## config.mk

```make
export PLATFORM = sky130hd
export DESIGN_NAME = spi_slave_frame_engine
export DESIGN_NICKNAME = d
export VERILOG_FILES = /design/src/frame_pkg.sv /design/src/pin_sync.sv /design/src/spi_slave_frame_engine.sv
export SDC_FILE = /design/constraint.sdc
export NUM_CORES = 1
export LEC_CHECK = 0
export BUFFER_PORTS_ARGS = -buffer_cell sky130_fd_sc_hd__buf_2
export CAP_MARGIN = 25
export CORE_MARGIN = 10
export CORE_UTILIZATION = 56
export DETAILED_ROUTE_END_ITERATION = 12
export PLACE_DENSITY = 0.78
export SLEW_MARGIN = 40
export SYNTH_ARGS = -nofsm -noshare
export SYNTH_HDL_FRONTEND = slang
export SYNTH_SLANG_ARGS = --single-unit
```

## constraint.sdc

```tcl
create_clock -name i_clk -period 4.35 [get_ports i_clk]
set_clock_uncertainty 0.15 [all_clocks]
set_input_delay 0.2175 -clock i_clk [delete_from_list [all_inputs] [get_ports i_clk]]
set_output_delay 0.2175 -clock i_clk [all_outputs]
set_load 0.1 [all_outputs]
```

## src/frame_pkg.sv

```systemverilog
package frame_pkg;
  localparam int ADDR_W = 16;
  localparam int CTRL_W = 8;
  localparam int BYTE_W = 8;
  localparam int BLK_W = 5;
  localparam int LEN_W = 2;
  localparam int DIR_POS = 2;
  localparam int BLK_LSB = 3;
  localparam logic [1:0] LEN_VAR = 2'h0;
  localparam logic [1:0] LEN_ONE = 2'h1;
  localparam logic [1:0] LEN_TWO = 2'h2;
  localparam logic [1:0] LEN_FOUR = 2'h3;
  localparam logic [1:0] BLK_RSV_LOW = 2'h0;
  localparam logic [4:0] BLK_COMMON = 5'h00;
  localparam logic DIR_READ = 1'b0;
  localparam logic DIR_WRITE = 1'b1;
  localparam logic [2:0] CNT_ONE = 3'h1;
  localparam logic [2:0] CNT_TWO = 3'h2;
  localparam logic [2:0] CNT_FOUR = 3'h4;

  typedef struct packed {
    logic [4:0] block;
    logic dir;
    logic [1:0] len_mode;
  } ctrl_t;

  typedef struct packed {
    logic [15:0] addr;
    logic [4:0] block;
    logic valid;
  } access_t;
endpackage

```

## src/pin_sync.sv

```systemverilog
`timescale 1ns/1ns
module pin_sync #(
  parameter int WIDTH = 3
) (
  input wire logic i_clk,
  input wire logic i_sys_rst,
  input wire logic [WIDTH-1:0] i_async,
  output logic [WIDTH-1:0] o_sync
);
  logic [WIDTH-1:0] meta_q;

  always_ff @(posedge i_clk or posedge i_sys_rst) begin
    if (i_sys_rst) begin
      meta_q <= '1;
      o_sync <= '1;
    end else begin
      meta_q <= i_async;
      o_sync <= meta_q;
    end
  end
endmodule

```

## src/spi_slave_frame_engine.sv

```systemverilog
`timescale 1ns/1ns
// Notes on behaviour
// - Length mode 11 means four data bytes
// - Data length from length mode field
// - Bytes shift most significant bit first
// - Variable mode lasts while select low
// - Sequential write bytes to successive offsets
// - Read: device drives data on out-line
// - Sequential read from successive offsets
// - Fixed mode ends after 1/2/4 bytes
// - Fixed frames share variable frame layout
// - One byte write layout, mode 01
// - Two byte write uses mode 10
// - Four byte write uses mode 11
// - Frame: 16-bit address, control, data
// - Block select; low bits 00 reserved, except common block 00000
// - Offset increments after each byte
module spi_slave_frame_engine
  import frame_pkg::*;
#(
  parameter int CNT_W = 3
) (
  input wire logic i_clk,
  input wire logic i_sys_rst,
  input wire logic i_sclk,
  input wire logic i_frame_select_n,
  input wire logic i_mosi,
  output logic o_miso,
  output logic o_miso_oe_n,
  output frame_pkg::access_t o_wr_access,
  output logic [7:0] o_wr_data,
  output frame_pkg::access_t o_rd_req,
  input wire logic [7:0] i_rd_data,
  output logic o_block_reserved
);
  import frame_pkg::*;

  typedef enum logic [1:0] {ST_ADDR, ST_CTRL, ST_DATA} phase_t;

  logic [2:0] pins;
  logic sclk_s;
  logic sel_n_s;
  logic mosi_s;
  logic sclk_d1_q;
  phase_t phase_q;
  logic [4:0] bit_q;
  logic [15:0] addr_q;
  logic [7:0] shift_q;
  ctrl_t ctrl_q;
  logic [CNT_W-1:0] bytes_q;
  logic [7:0] tx_q;

  pin_sync #(.WIDTH(3)) u_sync (
    .i_clk(i_clk),
    .i_sys_rst(i_sys_rst),
    .i_async({i_sclk, i_frame_select_n, i_mosi}),
    .o_sync(pins)
  );
  assign sclk_s = pins[2];
  assign sel_n_s = pins[1];
  assign mosi_s = pins[0];

  function automatic logic [CNT_W-1:0] fixed_count(logic [1:0] m);
    unique case (m)
      LEN_ONE: fixed_count = CNT_W'(CNT_ONE);
      LEN_TWO: fixed_count = CNT_W'(CNT_TWO);
      LEN_FOUR: fixed_count = CNT_W'(CNT_FOUR);
      default: fixed_count = '0;
    endcase
  endfunction

  localparam logic [4:0] ADDR_LAST = 5'(ADDR_W - 1);
  localparam logic [2:0] BIT_LAST = 3'(BYTE_W - 1);

  phase_t phase_d;
  logic [4:0] bit_d;
  logic [15:0] addr_d;
  logic [7:0] shift_d;
  ctrl_t ctrl_d;
  logic [CNT_W-1:0] bytes_d;
  logic [7:0] tx_d;
  logic miso_d;
  logic rd_load_q;

  // Edges of the synchronised serial clock, only while selected
  wire active = ~sel_n_s;
  wire rise = active & sclk_s & ~sclk_d1_q;
  wire fall = active & ~sclk_s & sclk_d1_q;
  wire [7:0] shifted = {shift_q[6:0], mosi_s};
  wire in_addr = phase_q == ST_ADDR;
  wire in_ctrl = phase_q == ST_CTRL;
  wire in_data = phase_q == ST_DATA;
  wire byte_done = rise & (bit_q[2:0] == BIT_LAST);
  wire addr_done = in_addr & rise & (bit_q == ADDR_LAST);
  wire ctrl_done = in_ctrl & byte_done;
  wire data_done = in_data & byte_done;
  wire ctrl_t new_ctrl = ctrl_t'(shifted);
  wire is_write = ctrl_q.dir == DIR_WRITE;
  wire fixed = ctrl_q.len_mode != LEN_VAR;
  wire [CNT_W-1:0] next_bytes = bytes_q + CNT_W'(1);
  wire fixed_end = fixed & (next_bytes == fixed_count(ctrl_q.len_mode));
  wire [15:0] next_addr = addr_q + 16'h0001;
  wire new_read = ctrl_done & (new_ctrl.dir == DIR_READ);
  wire more_read = data_done & ~is_write & ~fixed_end;
  wire [1:0] blk_low = new_ctrl.block[1:0];
  wire read_data = active & in_data & ~is_write;
  wire tx_shift = fall & read_data;

  // Frame phase
  always_comb begin
    phase_d = phase_q;
    if (!active) begin
      phase_d = ST_ADDR;
    end else if (addr_done) begin
      phase_d = ST_CTRL;
    end else if (ctrl_done) begin
      phase_d = ST_DATA;
    end else if (data_done & fixed_end) begin
      phase_d = ST_ADDR;
    end
  end

  // Bit position within the current phase or byte
  always_comb begin
    bit_d = bit_q;
    if (!active) begin
      bit_d = '0;
    end else if (addr_done | ctrl_done | data_done) begin
      bit_d = '0;
    end else if (rise) begin
      bit_d = bit_q + 5'h01;
    end
  end

  // Offset shifts in, then steps once per data byte
  always_comb begin
    addr_d = addr_q;
    if (rise & in_addr) begin
      addr_d = {addr_q[14:0], mosi_s};
    end else if (data_done) begin
      addr_d = next_addr;
    end
  end

  // Data bytes seen in the current frame
  always_comb begin
    bytes_d = bytes_q;
    if (!active) begin
      bytes_d = '0;
    end else if (ctrl_done) begin
      bytes_d = '0;
    end else if (data_done) begin
      bytes_d = next_bytes;
    end
  end

  assign shift_d = rise ? shifted : shift_q;
  assign ctrl_d = ctrl_done ? new_ctrl : ctrl_q;

  // Read byte loads the cycle after its request is seen
  always_comb begin
    tx_d = tx_q;
    if (rd_load_q) begin
      tx_d = i_rd_data;
    end else if (tx_shift) begin
      tx_d = {tx_q[6:0], 1'b0};
    end
  end

  assign miso_d = tx_shift ? tx_q[7] : o_miso;

  always_ff @(posedge i_clk or posedge i_sys_rst) begin
    if (i_sys_rst) begin
      sclk_d1_q <= '1;
    end else begin
      sclk_d1_q <= sclk_s;
    end
  end

  always_ff @(posedge i_clk or posedge i_sys_rst) begin
    if (i_sys_rst) begin
      phase_q <= ST_ADDR;
      bit_q <= '0;
      bytes_q <= '0;
    end else begin
      phase_q <= phase_d;
      bit_q <= bit_d;
      bytes_q <= bytes_d;
    end
  end

  always_ff @(posedge i_clk or posedge i_sys_rst) begin
    if (i_sys_rst) begin
      addr_q <= '0;
      shift_q <= '0;
      ctrl_q <= '0;
    end else begin
      addr_q <= addr_d;
      shift_q <= shift_d;
      ctrl_q <= ctrl_d;
    end
  end

  always_ff @(posedge i_clk or posedge i_sys_rst) begin
    if (i_sys_rst) begin
      o_wr_access <= '0;
      o_wr_data <= '0;
      o_rd_req <= '0;
      o_block_reserved <= 1'b0;
    end else begin
      o_wr_access.valid <= data_done & is_write;
      o_wr_access.addr <= addr_q;
      o_wr_access.block <= ctrl_q.block;
      o_wr_data <= shifted;
      o_rd_req.valid <= new_read | more_read;
      o_rd_req.addr <= new_read ? addr_q : next_addr;
      o_rd_req.block <= new_read ? new_ctrl.block : ctrl_q.block;
      if (ctrl_done) begin
        o_block_reserved <= (blk_low == BLK_RSV_LOW) &
          (new_ctrl.block != BLK_COMMON);
      end
    end
  end

  // First read bit is driven on the falling edge after its load
  always_ff @(posedge i_clk or posedge i_sys_rst) begin
    if (i_sys_rst) begin
      rd_load_q <= '0;
      tx_q <= '0;
      o_miso <= '0;
      o_miso_oe_n <= '1;
    end else begin
      rd_load_q <= o_rd_req.valid;
      tx_q <= tx_d;
      o_miso <= miso_d;
      o_miso_oe_n <= ~read_data;
    end
  end
endmodule

```

==> metrics.md <==
| Metric | Value |
|---|---|
| Status | finished, final reports clean |
| Count of endpoints failing hold in the final timing report | 0 |
| Fraction of synthesis flops using an asynchronous set or reset pin | 100% |
| Total core area | 0.00777 mm² |
| Post-detailed-route DRC marker count | 0 |
| Number of buffers inserted for hold repair after clock tree synthesis | 12 |
| Class of the most critical setup path | flip-flop to flip-flop |
| Time the final worst path needs with I/O delays and setup | 2.64 ns |
| LEAKAGE | 2.74 nW |
| CP required | 4.45 ns |
| Worst path setup slack after routing | 1.71 ns |
| Number of sinks handled by clock tree synthesis | 112 |
| Detailed-route via count | 3,244 |
| Area share of the largest cell type after synthesis | 57.8% |
| Remaining global-route overflow | 0 |
| Detailed-routing iteration count for the pre-antenna-repair pass | 4 |
| Capture point of the critical path | o_rd_req[18] |
| First-pass GRT wire length | 15,600 µm |
| # port buffers | 67 |
| Clock latency of the later-clocked register in the worst-skew pair | 0.38 ns |
| Internal power | 1.52 mW |
| Gp weighted congestion | 0.855 |
| Max-slew violation count | 0 |
| Relative slew margins | 53.3% |
| Post-Syn Area | 0.00451 mm² |
| CTS tree | built |
| Final antenna-violating net count | 0 |
| Setup repair after global routing missed its margin | no |
| Fraction of final layout cells with drive strength greater than 1 | 20.9% |
| Clock network power share | 30.1% |
| Post-Synthesis Cells | 407 |
| Count of antenna diodes in the layout | 0 |
| Critical path's most frequent cell | ha_1 |
| Reg2reg setup slack | 1.71 ns |
| Share of the clock period used by the worst path | 60.8% |
| Half-perimeter wire length after detailed placement | 6420 µm |
| Number of global-route vias before repair | 3,113 |
| Die Ht | 110 µm |
| H-tree depth reported by CTS | 3 |
| Detailed Route Iter0 Violations | 189 |
| Synthesized netlist net count | 425 |
| VDD IR max | 197 µV |
| Fraction of power consumed by combinational cells | 19.5% |
| Class of the tightest hold or removal check | flip-flop to flip-flop |
| Slowest cell delay on critical path | 0.68 ns |
| Setup-violating endpoint count in the final report | 0 |
| Clock buffers created by TritonCTS | 9 |
| Total Negative Setup Slacks | 0 ns |
| Prevailing post-synth register cell | dfrtp_1 |
| Launch point of the worst path | bit_q[0] |
| Initial Util | 58.0% |
| Synth Area per Inst | 11.1 µm² |
| Worst slack at placement | 1.71 ns |
| Per-cell routed wire length | 16.0 µm |
| Critical Path AT | 2.74 ns |
| CTS-repair resized insts | 0 |
| Cell with the most instances after synthesis | dfrtp_1 |
| Die extent in x | 110 µm |
| Total global-route track usage | 16.3% |
| Number of library cell types mapped by synthesis | 53 |
| Cell types with the highest counts after synthesis | dfrtp_1, nand2_1, nor2_1 |
| Largest buffer count on any clock path | 2 |
| Clock transition at path regs | 0.10 ns |
| DR vias/cell | 5.54 |
| Worst Max-Slew Pin Slew | 0.700 ns |
| Count of state elements after synthesis | 112 |
| Critical Path Source Type | flip-flop |
| Post-synthesis sequential area ratio | 62.4% |
| Cell type of the slowest stage on the worst timing path | nor3b_2 |
| Net count of the finished layout | 497 |
| Crit Reg-Reg Startpoint | bit_q[0] |
| PwrDens | 444 mW/mm² |
| Count of boundary I/O pins | 68 |
| Site row count | 32 |
| Critical path endpoint category | flip-flop |
| End of the worst register-to-register path | o_rd_req[18] |
| Max-capacitance violation count | 0 |
| Biggest area consumer among synthesized cells | dfrtp_1 |
| Synth top area cells | dfrtp_1, nand2_1, dfstp_2 |
| CTS root buf | clkbuf_8 |
| R2R depth | 7 |
| Antenna violations before repair | 0 |
| Post-CTS setup buffer count | 0 |
| Pin count of the biggest net entering global routing | 84 |
| Die Outline Area | 0.0120 mm² |
| Wire length after detailed routing | 9400 µm |
| Switching power of the nets | 0.811 mW |
| Total of warnings raised by yosys | 0 |
| Cell chain of the critical path | ha_1 -> ha_1 -> nand4bb_1 -> nor3b_2 -> buf_4 -> nor4_1 -> xor2_1 |
| Sequential share of power | 50.4% |
| Count of flip-flops with a built-in enable after synthesis | 0 |
| Total power of the final layout | 2.33 mW |
| Maximum clock rate | 0.378 GHz |
| Synthesis-to-finish area growth | 16.7% |
| Worst-path fanout max | 11 |
| Switching Fraction | 34.7% |
[routing by layer]
metal | part of all wire [%] | GRT usage, % | up-vias | wire length, µm
li1 | - | - | 1561 | -
met1 | 44 | 21.2 | 1565 | 4090
met2 | 49 | 26.3 | 107 | 4610
met3 | 6.4 | 3.86 | 11 | 602
met4 | 1.0 | 5.86 | 0 | 96
met5 | 0 | 0 | - | 0
[cell usage in the layout (no fill, tap or decap), drive strengths merged, types with 3 or more instances in the layout]
| cell | n |
|---|---|
| xnor2 | 7 |
| dfrtp | 104 |
| nor3 | 17 |
| o211ai | 5 |
| nor3b | 7 |
| o31ai | 3 |
| nand2 | 93 |
| nor4 | 3 |
| ha | 5 |
| nor2 | 19 |
| a22oi | 5 |
| dfstp | 8 |
| inv | 9 |
| dlygate4sd3 | 12 |
| buf | 70 |
| nand4 | 4 |
| a211o | 3 |
| clkbuf | 9 |
| a21oi | 9 |
| mux2i | 11 |
| nand3 | 13 |
| o21ai | 13 |
| and3 | 4 |
| xor2 | 10 |
[cells by family after synthesis]
| group | after synthesis | share of synthesized area (%) |
|---|---|---|
| compound gates | 52 | 7.83 |
| fa+ha+maj | 5 | 1.39 |
| simple gates | 182 | 19.6 |
| xor+xnor | 17 | 3.30 |
| buf+inv | 26 | 2.55 |
| mux | 13 | 2.94 |
| flops | 112 | 62.4 |
[how the worst min path moves through the flow]
stage	startpoint	end	slack, ns	cells after the start
after floorplan	i_mosi	u_sync.meta_q[0]	0.07	0
after global placement	i_mosi	u_sync.meta_q[0]	0.17	1
after detailed placement	i_mosi	u_sync.meta_q[0]	0.17	1
after CTS	u_sync.meta_q[0]	u_sync.o_sync[0]	0.22	0
after global routing	u_sync.meta_q[2]	u_sync.o_sync[2]	0.22	0
final	u_sync.meta_q[2]	u_sync.o_sync[2]	0.22	0
[metrics by stage]
step / utilization, % / area, µm² / instances / hold WS (ns)
floorplan: - / 4510 / 407 / 0.0720
detailed placement: 63.2 / 4910 / 558 / 0.174
global route: 67.7 / 5260 / 586 / 0.221
CTS: 67.7 / 5260 / 586 / 0.217
global placement: 63.0 / 4900 / 558 / 0.173
finish: 67.7 / 5260 / 586 / 0.216
[power by group through the flow]
stage | Sequential, mW | Combinational [mW] | Clock [mW]
after floorplan | 1.47 | 0.0862 | 0
after global placement | 1.19 | 0.447 | 0
after detailed placement | 1.20 | 0.450 | 0
after CTS | 1.18 | 0.461 | 0.713
after global routing | 1.19 | 0.480 | 0.764
final | 1.18 | 0.456 | 0.701
[critical path: cells and delay by family, from the launching register on]
family | cells | cell delay, ns
xor+xnor | 1 | 0.15
fa+ha+maj | 2 | 0.43
buf+inv | 1 | 0.30
flops | 1 | 0.40
simple gates | 3 | 1.07
[flip-flops by register name, indices dropped and copies added, names as in the netlist, 3 cells and up]
signal / count
u_sync.o_sync: 3
shift_q: 7
bytes_q: 3
bit_q: 5
u_sync.meta_q: 3
ctrl_q: 7
tx_q: 8
o_wr_data: 8
o_rd_req: 22
addr_q: 16
o_wr_access: 22
[final cells by class]
class / instances / area [µm²]
Sequential cell: 112 / 2810
Multi-Input combinational cell: 269 / 1580
Timing Repair Buffer: 82 / 478
Fill cell: 602 / 2510
Inverter: 5 / 23.8
Clock inverter: 7 / 110
Clock buffer: 9 / 124
Tap cell: 102 / 128
Power figures use the tool's default switching activity.
